`src/verilog/lpac_map.svh`:
```
// Register offsets, field positions and reset values of the partner ability capture
`ifndef LPAC_MAP_SVH
`define LPAC_MAP_SVH
`define LPAC_PARTNER_WORD_ADDR 5'h05
`define LPAC_BIT_MORE_PAGES 15
`define LPAC_BIT_ACK 14
`define LPAC_BIT_FAR_FAULT 13
`define LPAC_BIT_RSVD 12
`define LPAC_BIT_ONE_WAY_FLOW 11
`define LPAC_BIT_PAUSE 10
`define LPAC_BIT_T4 9
`define LPAC_BIT_FAST_FD 8
`define LPAC_BIT_FAST 7
`define LPAC_BIT_SLOW_FD 6
`define LPAC_BIT_SLOW 5
`define LPAC_SEL_MSB 4
`define LPAC_BIT_MSG_PAGE 13
`define LPAC_BIT_MSG_COMPLY 12
`define LPAC_BIT_TOGGLE 11
`define LPAC_CODE_MSB 10
`define LPAC_WORD_RESET 16'h0000
`define LPAC_BASE_RSVD_MASK 16'hEFFF
`endif

```
`src/verilog/lpac_pkg.sv`:
```
// Types shared by the partner ability capture block
package lpac_pkg;
  // Management read request
  typedef struct packed {
    logic rd_en;
    logic [4:0] addr;
  } lpac_mgmt_req_t;
  // Page captured by the negotiation engine
  typedef struct packed {
    logic valid;
    logic is_next;
    logic [15:0] word;
  } lpac_page_t;
  // Whole module state
  typedef struct packed {
    logic [15:0] word;
    logic next_view;
    logic ack;
    logic [15:0] rd_data;
    logic rd_hit;
  } lpac_state_t;
endpackage

```
`src/verilog/lpac_capture.sv`:
```
// Link partner ability capture register with base-page and next-page views
`timescale 1ns/100ps
`include "lpac_map.svh"
module lpac_capture
  import lpac_pkg::*;
(
  input wire logic clk_sys,
  input wire logic rst_n,
  input wire lpac_mgmt_req_t mgmt_req,
  input wire logic mgmt_wr_en,
  input wire logic [15:0] mgmt_wr_data,
  input wire lpac_page_t page_in,
  input wire logic np_supported,
  input wire logic an_complete,
  input wire logic an_restart,
  input wire logic partner_ack,
  output logic [15:0] mgmt_rd_data,
  output logic mgmt_rd_hit,
  output logic next_view
);

  lpac_state_t st;
  lpac_state_t next_st;
  logic [15:0] view_word;
  logic take_base;
  logic take_next;
  logic drop_next;

  // Capture qualifiers; a restart outranks any page in the same cycle
  assign take_base = page_in.valid && !page_in.is_next && !an_restart;
  assign take_next = page_in.valid && page_in.is_next && np_supported && an_complete
    && !an_restart;
  assign drop_next = page_in.valid && page_in.is_next && !(np_supported && an_complete)
    && !an_restart;

  // Reading view assembled field by field from the captured word and the acknowledge register
  always_comb
  begin
    view_word = 16'h0000;
    view_word[`LPAC_BIT_MORE_PAGES] = st.word[`LPAC_BIT_MORE_PAGES];
    view_word[`LPAC_BIT_ACK] = st.ack;
    if (st.next_view)
    begin
      // Next-page fields pass straight through
      view_word[`LPAC_BIT_MSG_PAGE] = st.word[`LPAC_BIT_MSG_PAGE];
      view_word[`LPAC_BIT_MSG_COMPLY] = st.word[`LPAC_BIT_MSG_COMPLY];
      view_word[`LPAC_BIT_TOGGLE] = st.word[`LPAC_BIT_TOGGLE];
      view_word[`LPAC_CODE_MSB:0] = st.word[`LPAC_CODE_MSB:0];
    end
    else
    begin
      // Base-page fields; the reserved bit never leaks a one
      view_word[`LPAC_BIT_FAR_FAULT] = st.word[`LPAC_BIT_FAR_FAULT];
      view_word[`LPAC_BIT_RSVD] = 1'b0;
      view_word[`LPAC_BIT_ONE_WAY_FLOW] = st.word[`LPAC_BIT_ONE_WAY_FLOW];
      view_word[`LPAC_BIT_PAUSE] = st.word[`LPAC_BIT_PAUSE];
      view_word[`LPAC_BIT_T4] = st.word[`LPAC_BIT_T4];
      view_word[`LPAC_BIT_FAST_FD] = st.word[`LPAC_BIT_FAST_FD];
      view_word[`LPAC_BIT_FAST] = st.word[`LPAC_BIT_FAST];
      view_word[`LPAC_BIT_SLOW_FD] = st.word[`LPAC_BIT_SLOW_FD];
      view_word[`LPAC_BIT_SLOW] = st.word[`LPAC_BIT_SLOW];
      view_word[`LPAC_SEL_MSB:0] = st.word[`LPAC_SEL_MSB:0];
    end
  end

  // Next-state logic
  always_comb
  begin
    next_st = st;
    next_st.ack = partner_ack;
    if (an_restart)
    begin
      next_st.word = `LPAC_WORD_RESET;
      next_st.next_view = 1'b0;
    end
    else if (page_in.valid && !page_in.is_next)
    begin
      next_st.word = page_in.word;
      next_st.next_view = 1'b0;
    end
    else if (page_in.valid && page_in.is_next && np_supported && an_complete)
    begin
      next_st.word = page_in.word;
      next_st.next_view = 1'b1;
    end
    // Writes never touch the word; mgmt_wr_en and mgmt_wr_data unused by design
    next_st.rd_hit = mgmt_req.rd_en && (mgmt_req.addr == `LPAC_PARTNER_WORD_ADDR);
    next_st.rd_data = next_st.rd_hit ? view_word : 16'h0000;
  end

  // State register
  always_ff @(posedge clk_sys or negedge rst_n)
  begin
    if (!rst_n)
    begin
      st <= '0;
    end
    else
    begin
      st <= next_st;
    end
  end

  assign mgmt_rd_data = st.rd_data;
  assign mgmt_rd_hit = st.rd_hit;
  assign next_view = st.next_view;

  // Read handshake checks
  // A read of the partner word answers one cycle later
  read_hit_a: assert property (@(posedge clk_sys) disable iff (!rst_n)
    mgmt_req.rd_en && mgmt_req.addr == `LPAC_PARTNER_WORD_ADDR |=> mgmt_rd_hit)
    else $error("read of partner word not answered");

  // Data bus stays quiet outside a hit
  miss_zero_a: assert property (@(posedge clk_sys) disable iff (!rst_n)
    !mgmt_rd_hit |-> mgmt_rd_data == 16'h0000)
    else $error("data on missed read");

  // Other addresses never answer
  miss_addr_a: assert property (@(posedge clk_sys) disable iff (!rst_n)
    mgmt_req.rd_en && mgmt_req.addr != `LPAC_PARTNER_WORD_ADDR |=> !mgmt_rd_hit)
    else $error("foreign address answered");

  // No request, no answer
  idle_no_hit_a: assert property (@(posedge clk_sys) disable iff (!rst_n)
    !mgmt_req.rd_en |=> !mgmt_rd_hit)
    else $error("answer without request");

  // Every answer traces back to a request
  hit_cause_a: assert property (@(posedge clk_sys) disable iff (!rst_n)
    mgmt_rd_hit |-> $past(mgmt_req.rd_en) && $past(mgmt_req.addr) == `LPAC_PARTNER_WORD_ADDR)
    else $error("answer has no matching request");

  // Answer carries the view of the request cycle
  hit_data_a: assert property (@(posedge clk_sys) disable iff (!rst_n)
    mgmt_rd_hit |-> mgmt_rd_data == $past(view_word))
    else $error("read data not the current view");

  // Base view field checks
  // Reserved bit always reads zero
  rsvd_zero_a: assert property (@(posedge clk_sys) disable iff (!rst_n)
    mgmt_rd_hit && !$past(next_view) |-> !mgmt_rd_data[`LPAC_BIT_RSVD])
    else $error("reserved bit read as one");

  // More-pages request passes through
  more_pages_a: assert property (@(posedge clk_sys) disable iff (!rst_n)
    mgmt_rd_hit && !$past(next_view) |-> mgmt_rd_data[15] == $past(st.word[15]))
    else $error("base more-pages bit wrong");

  // Remote fault passes through
  far_fault_a: assert property (@(posedge clk_sys) disable iff (!rst_n)
    mgmt_rd_hit && !$past(next_view) |-> mgmt_rd_data[13] == $past(st.word[13]))
    else $error("remote fault bit wrong");

  // Asymmetric pause passes through
  one_way_a: assert property (@(posedge clk_sys) disable iff (!rst_n)
    mgmt_rd_hit && !$past(next_view) |-> mgmt_rd_data[11] == $past(st.word[11]))
    else $error("asymmetric pause bit wrong");

  // Symmetric pause passes through
  pause_a: assert property (@(posedge clk_sys) disable iff (!rst_n)
    mgmt_rd_hit && !$past(next_view) |-> mgmt_rd_data[10] == $past(st.word[10]))
    else $error("pause bit wrong");

  // Four-pair capability passes through
  t4_a: assert property (@(posedge clk_sys) disable iff (!rst_n)
    mgmt_rd_hit && !$past(next_view) |-> mgmt_rd_data[9] == $past(st.word[9]))
    else $error("four-pair bit wrong");

  // Fast full duplex passes through
  fast_fd_a: assert property (@(posedge clk_sys) disable iff (!rst_n)
    mgmt_rd_hit && !$past(next_view) |-> mgmt_rd_data[8] == $past(st.word[8]))
    else $error("fast full duplex bit wrong");

  // Fast half duplex passes through
  fast_a: assert property (@(posedge clk_sys) disable iff (!rst_n)
    mgmt_rd_hit && !$past(next_view) |-> mgmt_rd_data[7] == $past(st.word[7]))
    else $error("fast bit wrong");

  // Slow full duplex passes through
  slow_fd_a: assert property (@(posedge clk_sys) disable iff (!rst_n)
    mgmt_rd_hit && !$past(next_view) |-> mgmt_rd_data[6] == $past(st.word[6]))
    else $error("slow full duplex bit wrong");

  // Slow half duplex passes through
  slow_a: assert property (@(posedge clk_sys) disable iff (!rst_n)
    mgmt_rd_hit && !$past(next_view) |-> mgmt_rd_data[5] == $past(st.word[5]))
    else $error("slow bit wrong");

  // Selector field passes through
  selector_a: assert property (@(posedge clk_sys) disable iff (!rst_n)
    mgmt_rd_hit && !$past(next_view) |-> mgmt_rd_data[4:0] == $past(st.word[4:0]))
    else $error("selector field wrong");

  // Next view field checks
  // More-pages request in the next view
  next_more_a: assert property (@(posedge clk_sys) disable iff (!rst_n)
    mgmt_rd_hit && $past(next_view) |-> mgmt_rd_data[15] == $past(st.word[15]))
    else $error("next more-pages bit wrong");

  // Message-page flag passes through
  msg_page_a: assert property (@(posedge clk_sys) disable iff (!rst_n)
    mgmt_rd_hit && $past(next_view) |-> mgmt_rd_data[13] == $past(st.word[13]))
    else $error("message page flag wrong");

  // Compliance bit is not masked in the next view
  comply_a: assert property (@(posedge clk_sys) disable iff (!rst_n)
    mgmt_rd_hit && $past(next_view) |-> mgmt_rd_data[12] == $past(st.word[12]))
    else $error("compliance bit wrong");

  // Toggle bit passes through
  toggle_a: assert property (@(posedge clk_sys) disable iff (!rst_n)
    mgmt_rd_hit && $past(next_view) |-> mgmt_rd_data[11] == $past(st.word[11]))
    else $error("toggle bit wrong");

  // Code field passes through
  code_field_a: assert property (@(posedge clk_sys) disable iff (!rst_n)
    mgmt_rd_hit && $past(next_view) |-> mgmt_rd_data[10:0] == $past(st.word[10:0]))
    else $error("code field wrong");

  // Acknowledge checks
  // Read data bit 14 is the engine acknowledge of two edges back
  ack_follow_a: assert property (@(posedge clk_sys) disable iff (!rst_n)
    mgmt_req.rd_en && mgmt_req.addr == `LPAC_PARTNER_WORD_ADDR
    |=> mgmt_rd_data[14] == $past(partner_ack, 2))
    else $error("acknowledge bit not from engine");

  // Acknowledge register follows the engine every cycle
  ack_reg_a: assert property (@(posedge clk_sys) disable iff (!rst_n)
    $past(rst_n) |-> st.ack == $past(partner_ack))
    else $error("acknowledge not registered");

  // Acknowledge also shown in the next view
  ack_next_a: assert property (@(posedge clk_sys) disable iff (!rst_n)
    mgmt_rd_hit && $past(next_view) |-> mgmt_rd_data[14] == $past(st.ack))
    else $error("next view acknowledge wrong");

  // Capture checks
  // Base page selects the base view
  base_cap_a: assert property (@(posedge clk_sys) disable iff (!rst_n)
    take_base |=> !next_view)
    else $error("base page did not select base view");

  // Base page word is stored as received
  base_word_a: assert property (@(posedge clk_sys) disable iff (!rst_n)
    take_base |=> st.word == $past(page_in.word))
    else $error("base page word not stored");

  // Next page after completion selects the next view
  next_cap_a: assert property (@(posedge clk_sys) disable iff (!rst_n)
    take_next |=> next_view)
    else $error("next page not captured");

  // Next page word is stored as received
  next_word_a: assert property (@(posedge clk_sys) disable iff (!rst_n)
    take_next |=> st.word == $past(page_in.word))
    else $error("next page word not stored");

  // Next view only through a qualified next page
  no_early_a: assert property (@(posedge clk_sys) disable iff (!rst_n)
    !next_view && !take_next |=> !next_view)
    else $error("next view entered early");

  // Unqualified next page leaves the word alone
  drop_word_a: assert property (@(posedge clk_sys) disable iff (!rst_n)
    drop_next |=> $stable(st.word))
    else $error("early next page overwrote word");

  // Unqualified next page leaves the view alone
  drop_view_a: assert property (@(posedge clk_sys) disable iff (!rst_n)
    drop_next |=> $stable(next_view))
    else $error("early next page changed view");

  // View holds while no page arrives
  view_hold_a: assert property (@(posedge clk_sys) disable iff (!rst_n)
    !page_in.valid && !an_restart |=> $stable(next_view))
    else $error("view changed without a page");

  // Word holds while no page arrives
  idle_word_a: assert property (@(posedge clk_sys) disable iff (!rst_n)
    !page_in.valid && !an_restart |=> $stable(st.word))
    else $error("word changed without a page");

  // Restart clears the word and returns to the base view
  restart_a: assert property (@(posedge clk_sys) disable iff (!rst_n)
    an_restart |=> st.word == 16'h0000 && !next_view)
    else $error("restart did not clear word");

  // Write checks
  // Writes never change the captured word
  wr_ignore_a: assert property (@(posedge clk_sys) disable iff (!rst_n)
    mgmt_wr_en && !page_in.valid && !an_restart |=> $stable(st.word))
    else $error("write changed captured word");

  // Writes never change the view
  wr_view_a: assert property (@(posedge clk_sys) disable iff (!rst_n)
    mgmt_wr_en && !page_in.valid && !an_restart |=> $stable(next_view))
    else $error("write changed view");

  // Reset checks
  // First edge after release still shows the reset state
  after_reset_a: assert property (@(posedge clk_sys) disable iff (!rst_n)
    !$past(rst_n) |-> !mgmt_rd_hit && mgmt_rd_data == 16'h0000 && !next_view)
    else $error("outputs not cleared by reset");

  // Main scenarios
  base_read_c: cover property (@(posedge clk_sys) disable iff (!rst_n)
    mgmt_rd_hit && !next_view && mgmt_rd_data[7]);
  next_read_c: cover property (@(posedge clk_sys) disable iff (!rst_n)
    mgmt_rd_hit && next_view);
  ack_seen_c: cover property (@(posedge clk_sys) disable iff (!rst_n)
    mgmt_rd_hit && mgmt_rd_data[14]);
  drop_next_c: cover property (@(posedge clk_sys) disable iff (!rst_n)
    drop_next);
  restart_c: cover property (@(posedge clk_sys) disable iff (!rst_n)
    an_restart && next_view);

endmodule // lpac_capture

```
`config.mk`:
```
export PLATFORM = sky130hd
export DESIGN_NAME = lpac_capture
export DESIGN_NICKNAME = d
export VERILOG_FILES = /design/src/verilog/lpac_pkg.sv /design/src/verilog/lpac_capture.sv
export VERILOG_INCLUDE_DIRS = /design/src /design/src/verilog
export SDC_FILE = /design/constraint.sdc
export NUM_CORES = 1
export LEC_CHECK = 0
export BUFFER_PORTS_ARGS = -buffer_cell sky130_fd_sc_hd__buf_2
export CAP_MARGIN = 15
export CORE_ASPECT_RATIO = 1.2
export CORE_MARGIN = 3
export CORE_UTILIZATION = 48
export DETAILED_ROUTE_END_ITERATION = 6
export GPL_TIMING_DRIVEN = 0
export PLACE_DENSITY = 0.82
export SKIP_LAST_GASP = 1
export SLEW_MARGIN = 30
export SYNTH_ARGS = -nofsm -noshare
export SYNTH_HDL_FRONTEND = slang
export SYNTH_SLANG_ARGS = --single-unit
```
`constraint.sdc`:
```
create_clock -name clk_sys -period 2.2 [get_ports clk_sys]
set_clock_uncertainty 0.1 [all_clocks]
set_input_delay 0 -clock clk_sys [delete_from_list [all_inputs] [get_ports clk_sys]]
set_output_delay 0 -clock clk_sys [all_outputs]
set_load 0.01 [all_outputs]
```
==> run metrics, run 1 <==
Core ar. 2552 um2; DRC 0; Wirelength per Cell 12.47 um; number of diodes 0; post-synthesis mux area share 0%; CTS Sinks 34; Leakage 0.001057 uW; PD cells 575.3 nW/um2; crit path DAT 1.73 ns; num rows 20; Rel. slew slack 53.81%; drt first pass iters 4; slowest cell on the critical path dlygate4sd3_1; Setup crit start kind input port; setup_tns 0 ns; fmax 617.8 MHz; global-route wire length before repair 4243 um; max incr delay on CP 0.55 ns; most common library cell in the layout ignoring fill and taps buf_2; postcts setup bufs 0; Worst-Skew Late Latency 0.32 ns; clock root buffer clkbuf_4; critical path fanouts, max 6; Initial Util 51.08%; Via Count 961; FF+latch area 850.8 um2; nets@finish 218; VDD IR max 0.0004774 V; largest family of logic cells by synthesized area compound AO/OA/AOI/OAI gates; max cap viols 0; area of the multi-input gates 300.3 um2; Total Routing Usage GR 17.98%; Fillers 180; crit end category flop; worst setup path category input port to flop; layout cell share with drive strength beyond 1 43.53%; Tmin final 1.619 ns; height of the die 63.09 um; Final setup violation count 0; initial antenna violation count 0; post-synthesis simple-gate area fraction 11.04%; #FFs+latches synth 34; Synth Area in Compound Gates 12.00%; sequential cell area fraction in the yosys report 65.26%; DP Wirelength 1749 um; clock buffer depth 2; Unique masters post-synth 15; Final GP Congestion 0.7041; routed wire length 2531 um; CTS tree built; Final Hold Vio Count 0; Routed Antenna Nets 0; crit path cell chain dlygate4sd3_1 -> buf_2 -> and3b_1 -> buf_6 -> a22o_1 -> dlygate4sd3_1; DIE AREA 3380 um2; Final Non-Filler Cells 203; adder-cell area share of the yosys netlist 0%; period utilization 73.58%; Worst-Margin Slew 0.6929 ns; Avg Inst Size Synth 14.02 um2; Post-Syn Area 1304 um2; post_cts resized 0; remaining global-route overflow 0; Synth Net Count 140; H-tree levels 2; placed insts 172; pin count of the biggest net entering global routing 35; Die Width 53.58 um; P&R area growth vs syn 43.95%; Reg clk slew, reported paths 0.09 ns; XOR/XNOR Fraction of Synth Area 0%; vias per inst 4.734; status completed; RSZ-0062 raised after global routing no; Syn Inst Count 93; Initial DRC Count 11; io pins 65; IO Port Bufs 46; Worst Hold Class input port to flop; required time worst endpoint 2.31 ns; CP most frequent cell dlygate4sd3_1; vias in the first global route 1021; most frequent cells in the layout 48 x buf_2, 34 x dfrtp_1, 25 x dlygate4sd3_1; max-slew violation count 0; synth warn 0; total CTS buffers 5
[layer usage]
layer / part of all wire [%] / global-route usage [%]
met1: 35 / 17.55
met2: 57 / 32.21
met4: 1.5 / 7.668
met5: 0 / 0
met3: 6.0 / 6.619
[sequential cells by signal, indices dropped and copies added (netlist names)]
| name | count |
|---|---|
| mgmt_rd_data | 16 |
| mgmt_rd_hit | 1 |
| next_view | 1 |
| st | 16 |
[layout make-up]
class                   instances  area share, %
plain buffers                  20          8.133
clock buffers                   6          2.733
multi-input cells              39          16.00
flip-flops and latches         34          45.33
well taps                      33          2.200
repair buffers                 71          25.60
[critical path, delay by kind of cell]
family / cells / cell delay, ns
buffers and inverters: 4 / 1.33
AO/OA/AOI/OAI: 1 / 0.22
AND/OR/NAND/NOR: 1 / 0.18
[where the power goes]
part	total, uW	switching, uW	internal, uW
combinational	114	44.5	69.2
sequential	651	9.13	642
clock	315	171	144
total	1080	225	855
[final timing paths]
kind / from / slack [ns] / endpoint / cells after the start
max in group asynchronous: rst_n / 1.40 / mgmt_rd_data[15] / 2
setup / recovery: an_restart / 0.58 / st[20] / 6
hold / removal: mgmt_req[5] / 0.05 / mgmt_rd_data[14] / 3
setup reg to reg: next_view / 0.79 / next_view / 3
hold reg to reg: st[17] / 0.37 / mgmt_rd_data[14] / 1
min in group asynchronous: rst_n / 0.15 / st[32] / 2
[repair_timing]
action	CTS	global route
endpoints found under the setup margin	0	0
hold endpoints to repair	59	0
hold buffers	25	0
[stage by stage]
step,hold WS (ns),worst slack (ns),power [uW],cell area (um2),util [%]
final,0.04724,0.5812,1080,1877,73.53
after floorplan,-0.3956,1.150,694.1,1304,-
after global placement,-0.02161,0.9694,738.1,1575,61.72
after CTS,0.02687,0.5933,1094,1877,73.53
after global routing,0.04018,0.5602,1136,1877,73.53
after detailed placement,-0.009728,0.9043,743.0,1575,61.72
[logic make-up after synthesis]
| group | Yosys count |
|---|---|
| buf+inv | 20 |
| flops | 34 |
| compound gates | 18 |
| simple gates | 21 |
[Yosys cell counts, drive strengths merged]
master | n | area [um2]
and2 | 15 | 93.84
a22o | 15 | 131.4
nor2b | 1 | 6.260
and3b | 1 | 8.760
a21bo | 1 | 10.01
buf | 20 | 152.7
nand4bb | 1 | 11.26
dfrtp | 34 | 850.8
a21oi | 1 | 8.760
nor3 | 1 | 5.000
nor3b | 1 | 12.51
a31oi | 1 | 6.260
and3 | 1 | 6.260
Power figures use the tool's default switching activity.
==> run 2: changes to the inputs <==
ABC_AREA = 1   (was default)
CORE_UTILIZATION = 47   (was 48)
PLACE_DENSITY = 0.78   (was 0.82)
clock period = 1.5 ns   (was 2.2 ns; I/O delays follow)
==> run 2 against run 1 <==
  * The flow now finishes with violations (setup timing)
  * Wire length increased by 30%
  * Power grew 60%
  * Final cell count up 48%
  * Flip-flop and latch count stayed put
  * Worst setup slack lost 0.59 ns
  * Critical path depth unchanged
  * Via count rose by 35%
==> run metrics, run 2 <==
status finished, violations left; failing checks setup timing; clock buffer depth 2; worst setup path category input port to flop; dominant cell type by area after synthesis dfrtp_1; synth warn 0; crit path DAT 1.67 ns; remaining global-route overflow 0; Commonest cells post-synth 35 x inv_1, 34 x dfrtp_1, 34 x nor2_1; #FFs+latches synth 34; Final GP Congestion 0.7559; max-slew violation count 0; Setup crit start kind input port; VDD IR max 0.0006298 V; R2R Setup Slk 0.25 ns; Unique masters post-synth 14; H-tree levels 2; vias per inst 4.316; Fillers 232; fmax 664.4 MHz; hold slack final 0.03899 ns; reg2reg end mgmt_rd_data[12]; clock root buffer clkbuf_4; switching share of power 24.43%; synth top area cells dfrtp_1 56%, inv_1 8.6%, buf_4 8.4%; EDFF count, synth 0; number of diodes 0; required time worst endpoint 1.67 ns; Wirelength per Cell 10.92 um; worst hold endpoint st[21]; Sw Pwr 421.7 uW; Syn Inst Count 178; nets@finish 311; Via Count 1299; total CTS buffers 5; layout cell share with drive strength beyond 1 30.57%; Core ar. 3083 um2; hold_sp an_complete; Cell Area, Placed 1797 um2; DRC 0; Post-Syn Area 1526 um2; io pins 65; Initial Util 49.51%; most common library cell in the layout ignoring fill and taps buf_2; P&R area growth vs syn 44.67%; most frequent cells in the layout 46 x buf_2, 35 x inv_1, 34 x dfrtp_1; most common cell in the synthesized netlist inv_1; Synth top area share 55.74%; Clk pwr share 29.3%; Tmin final 1.505 ns; vias in the first global route 1148; drt first pass iters 4; PD cells 781.7 nW/um2; depth of the worst hold-timing path 6; Design Area, Final 2208 um2; IO Port Bufs 45; Synth Flop Type dfrtp_1; Setup WS post-layout -0.005203 ns; num rows 22; Register-to-Register Path Depth 3; Comb power frac 14.2%; Final setup violation count 2; Rel. slew slack 52.47%; max cap viols 0; crit end category flop; Final Hold Vio Count 0; DIE AREA 3971 um2; CTS tree built; Reg clk slew, reported paths 0.10 ns; Total Routing Usage GR 16.91%; global-route wire length before repair 4940 um; pin count of the biggest net entering global routing 35; Pint 1305 uW; Synth Net Count 225; part of the power in registers 56.5%; Worst Hold Class input port to flop; critical path fanouts, max 5; Die Width 58.03 um; initial antenna violation count 0; sequential cell area fraction in the yosys report 55.74%; Initial DRC Count 30; DP Wirelength 1849 um; routed wire length 3288 um; Routed Antenna Nets 0; CTS Sinks 34; Synth async-reset ratio 100.0%; Avg Inst Size Synth 8.576 um2; worst reg2reg startpoint next_view; Leakage 0.001327 uW; Worst-Margin Slew 0.7130 ns; Worst-Skew Late Latency 0.33 ns; period utilization 100.3%; height of the die 68.43 um
-- run 2: cell types whose count changed after synthesis, sizes merged, moves of 15 or more --
cell,delta
nand3,+15
inv,+35
and2,-15
nand2,+35
a22o,-15
nor2,+34
-- run 2: worst max path at each step --
stage / start / endpoint / cells past startpoint
after floorplan: an_restart / st[23] / 6
after global placement: page_in[17] / st[25] / 6
after detailed placement: mgmt_req[1] / mgmt_rd_data[5] / 5
after CTS: mgmt_req[3] / mgmt_rd_data[0] / 6
after global routing: mgmt_req[4] / mgmt_rd_data[14] / 6
final: mgmt_req[4] / mgmt_rd_data[15] / 6
-- run 2: worst max-delay path, stage by stage --
cell	delay, ns
dlygate4sd3_1	0.53
buf_2	0.12
nor2_1	0.19
nand4_4	0.15
dlygate4sd3_1	0.60
nor2_1	0.09
-- run 2: area by class of cell --
type                    count  area, um2  share of cell area, %
clock buffers               7      55.05                  2.493
clock inverters             1      5.005                 0.2266
repair buffers             79      560.5                  25.38
flip-flops and latches     34      850.8                  38.53
multi-input cells          87      396.6                  17.96
well taps                  36      45.04                  2.040
inverters                  35      131.4                  5.949
plain buffers              22      163.9                  7.422
-- run 2: logic make-up after synthesis --
group	share of synthesized area (%)
buffers and inverters	19.34
and+or+nand+nor	23.36
AOI/OAI and AO/OA	1.558
DFF	55.74
-- run 2: through the flow --
stage	setup slack, ns	util (%)	setup TNS (ns)	total power, uW	instances
6_report	-0.005203	71.63	-0.008261	1726	301
5_1_grt	-0.05841	71.63	-0.1061	1821	301
4_1_cts	0.02160	69.97	0	1726	297
3_5_place_dp	0.4861	58.28	0	1164	259
3_3_place_gp	0.5398	58.28	0	1157	259
2_1_floorplan	0.6573	-	0	1088	178
-- run 2: layer usage --
layer / up-vias / share of wire, % / global-route usage [%]
li1: 671 / - / -
met1: 574 / 38 / 18.18
met2: 49 / 54 / 30.93
met3: 5 / 6.3 / 4.717
met4: 0 / 1.5 / 7.246
met5: - / 0 / 0
-- run 2: what timing repair did --
| action | CTS | global route |
|---|---|---|
| resized for setup | 0 | 4 |
| endpoints found under the setup margin | 0 | 4 |
| hold buffers | 30 | 2 |
| setup buffers | 0 | 3 |
| hold endpoints to repair | 58 | 1 |
-- run 2: power by group through the flow --
stage | clock network [uW] | logic [uW] | registers, uW
6_report | 506 | 245 | 975
5_1_grt | 567 | 274 | 979
4_1_cts | 526 | 227 | 973
3_5_place_dp | 0 | 172 | 991
3_3_place_gp | 0 | 167 | 989
2_1_floorplan | 0 | 102 | 986
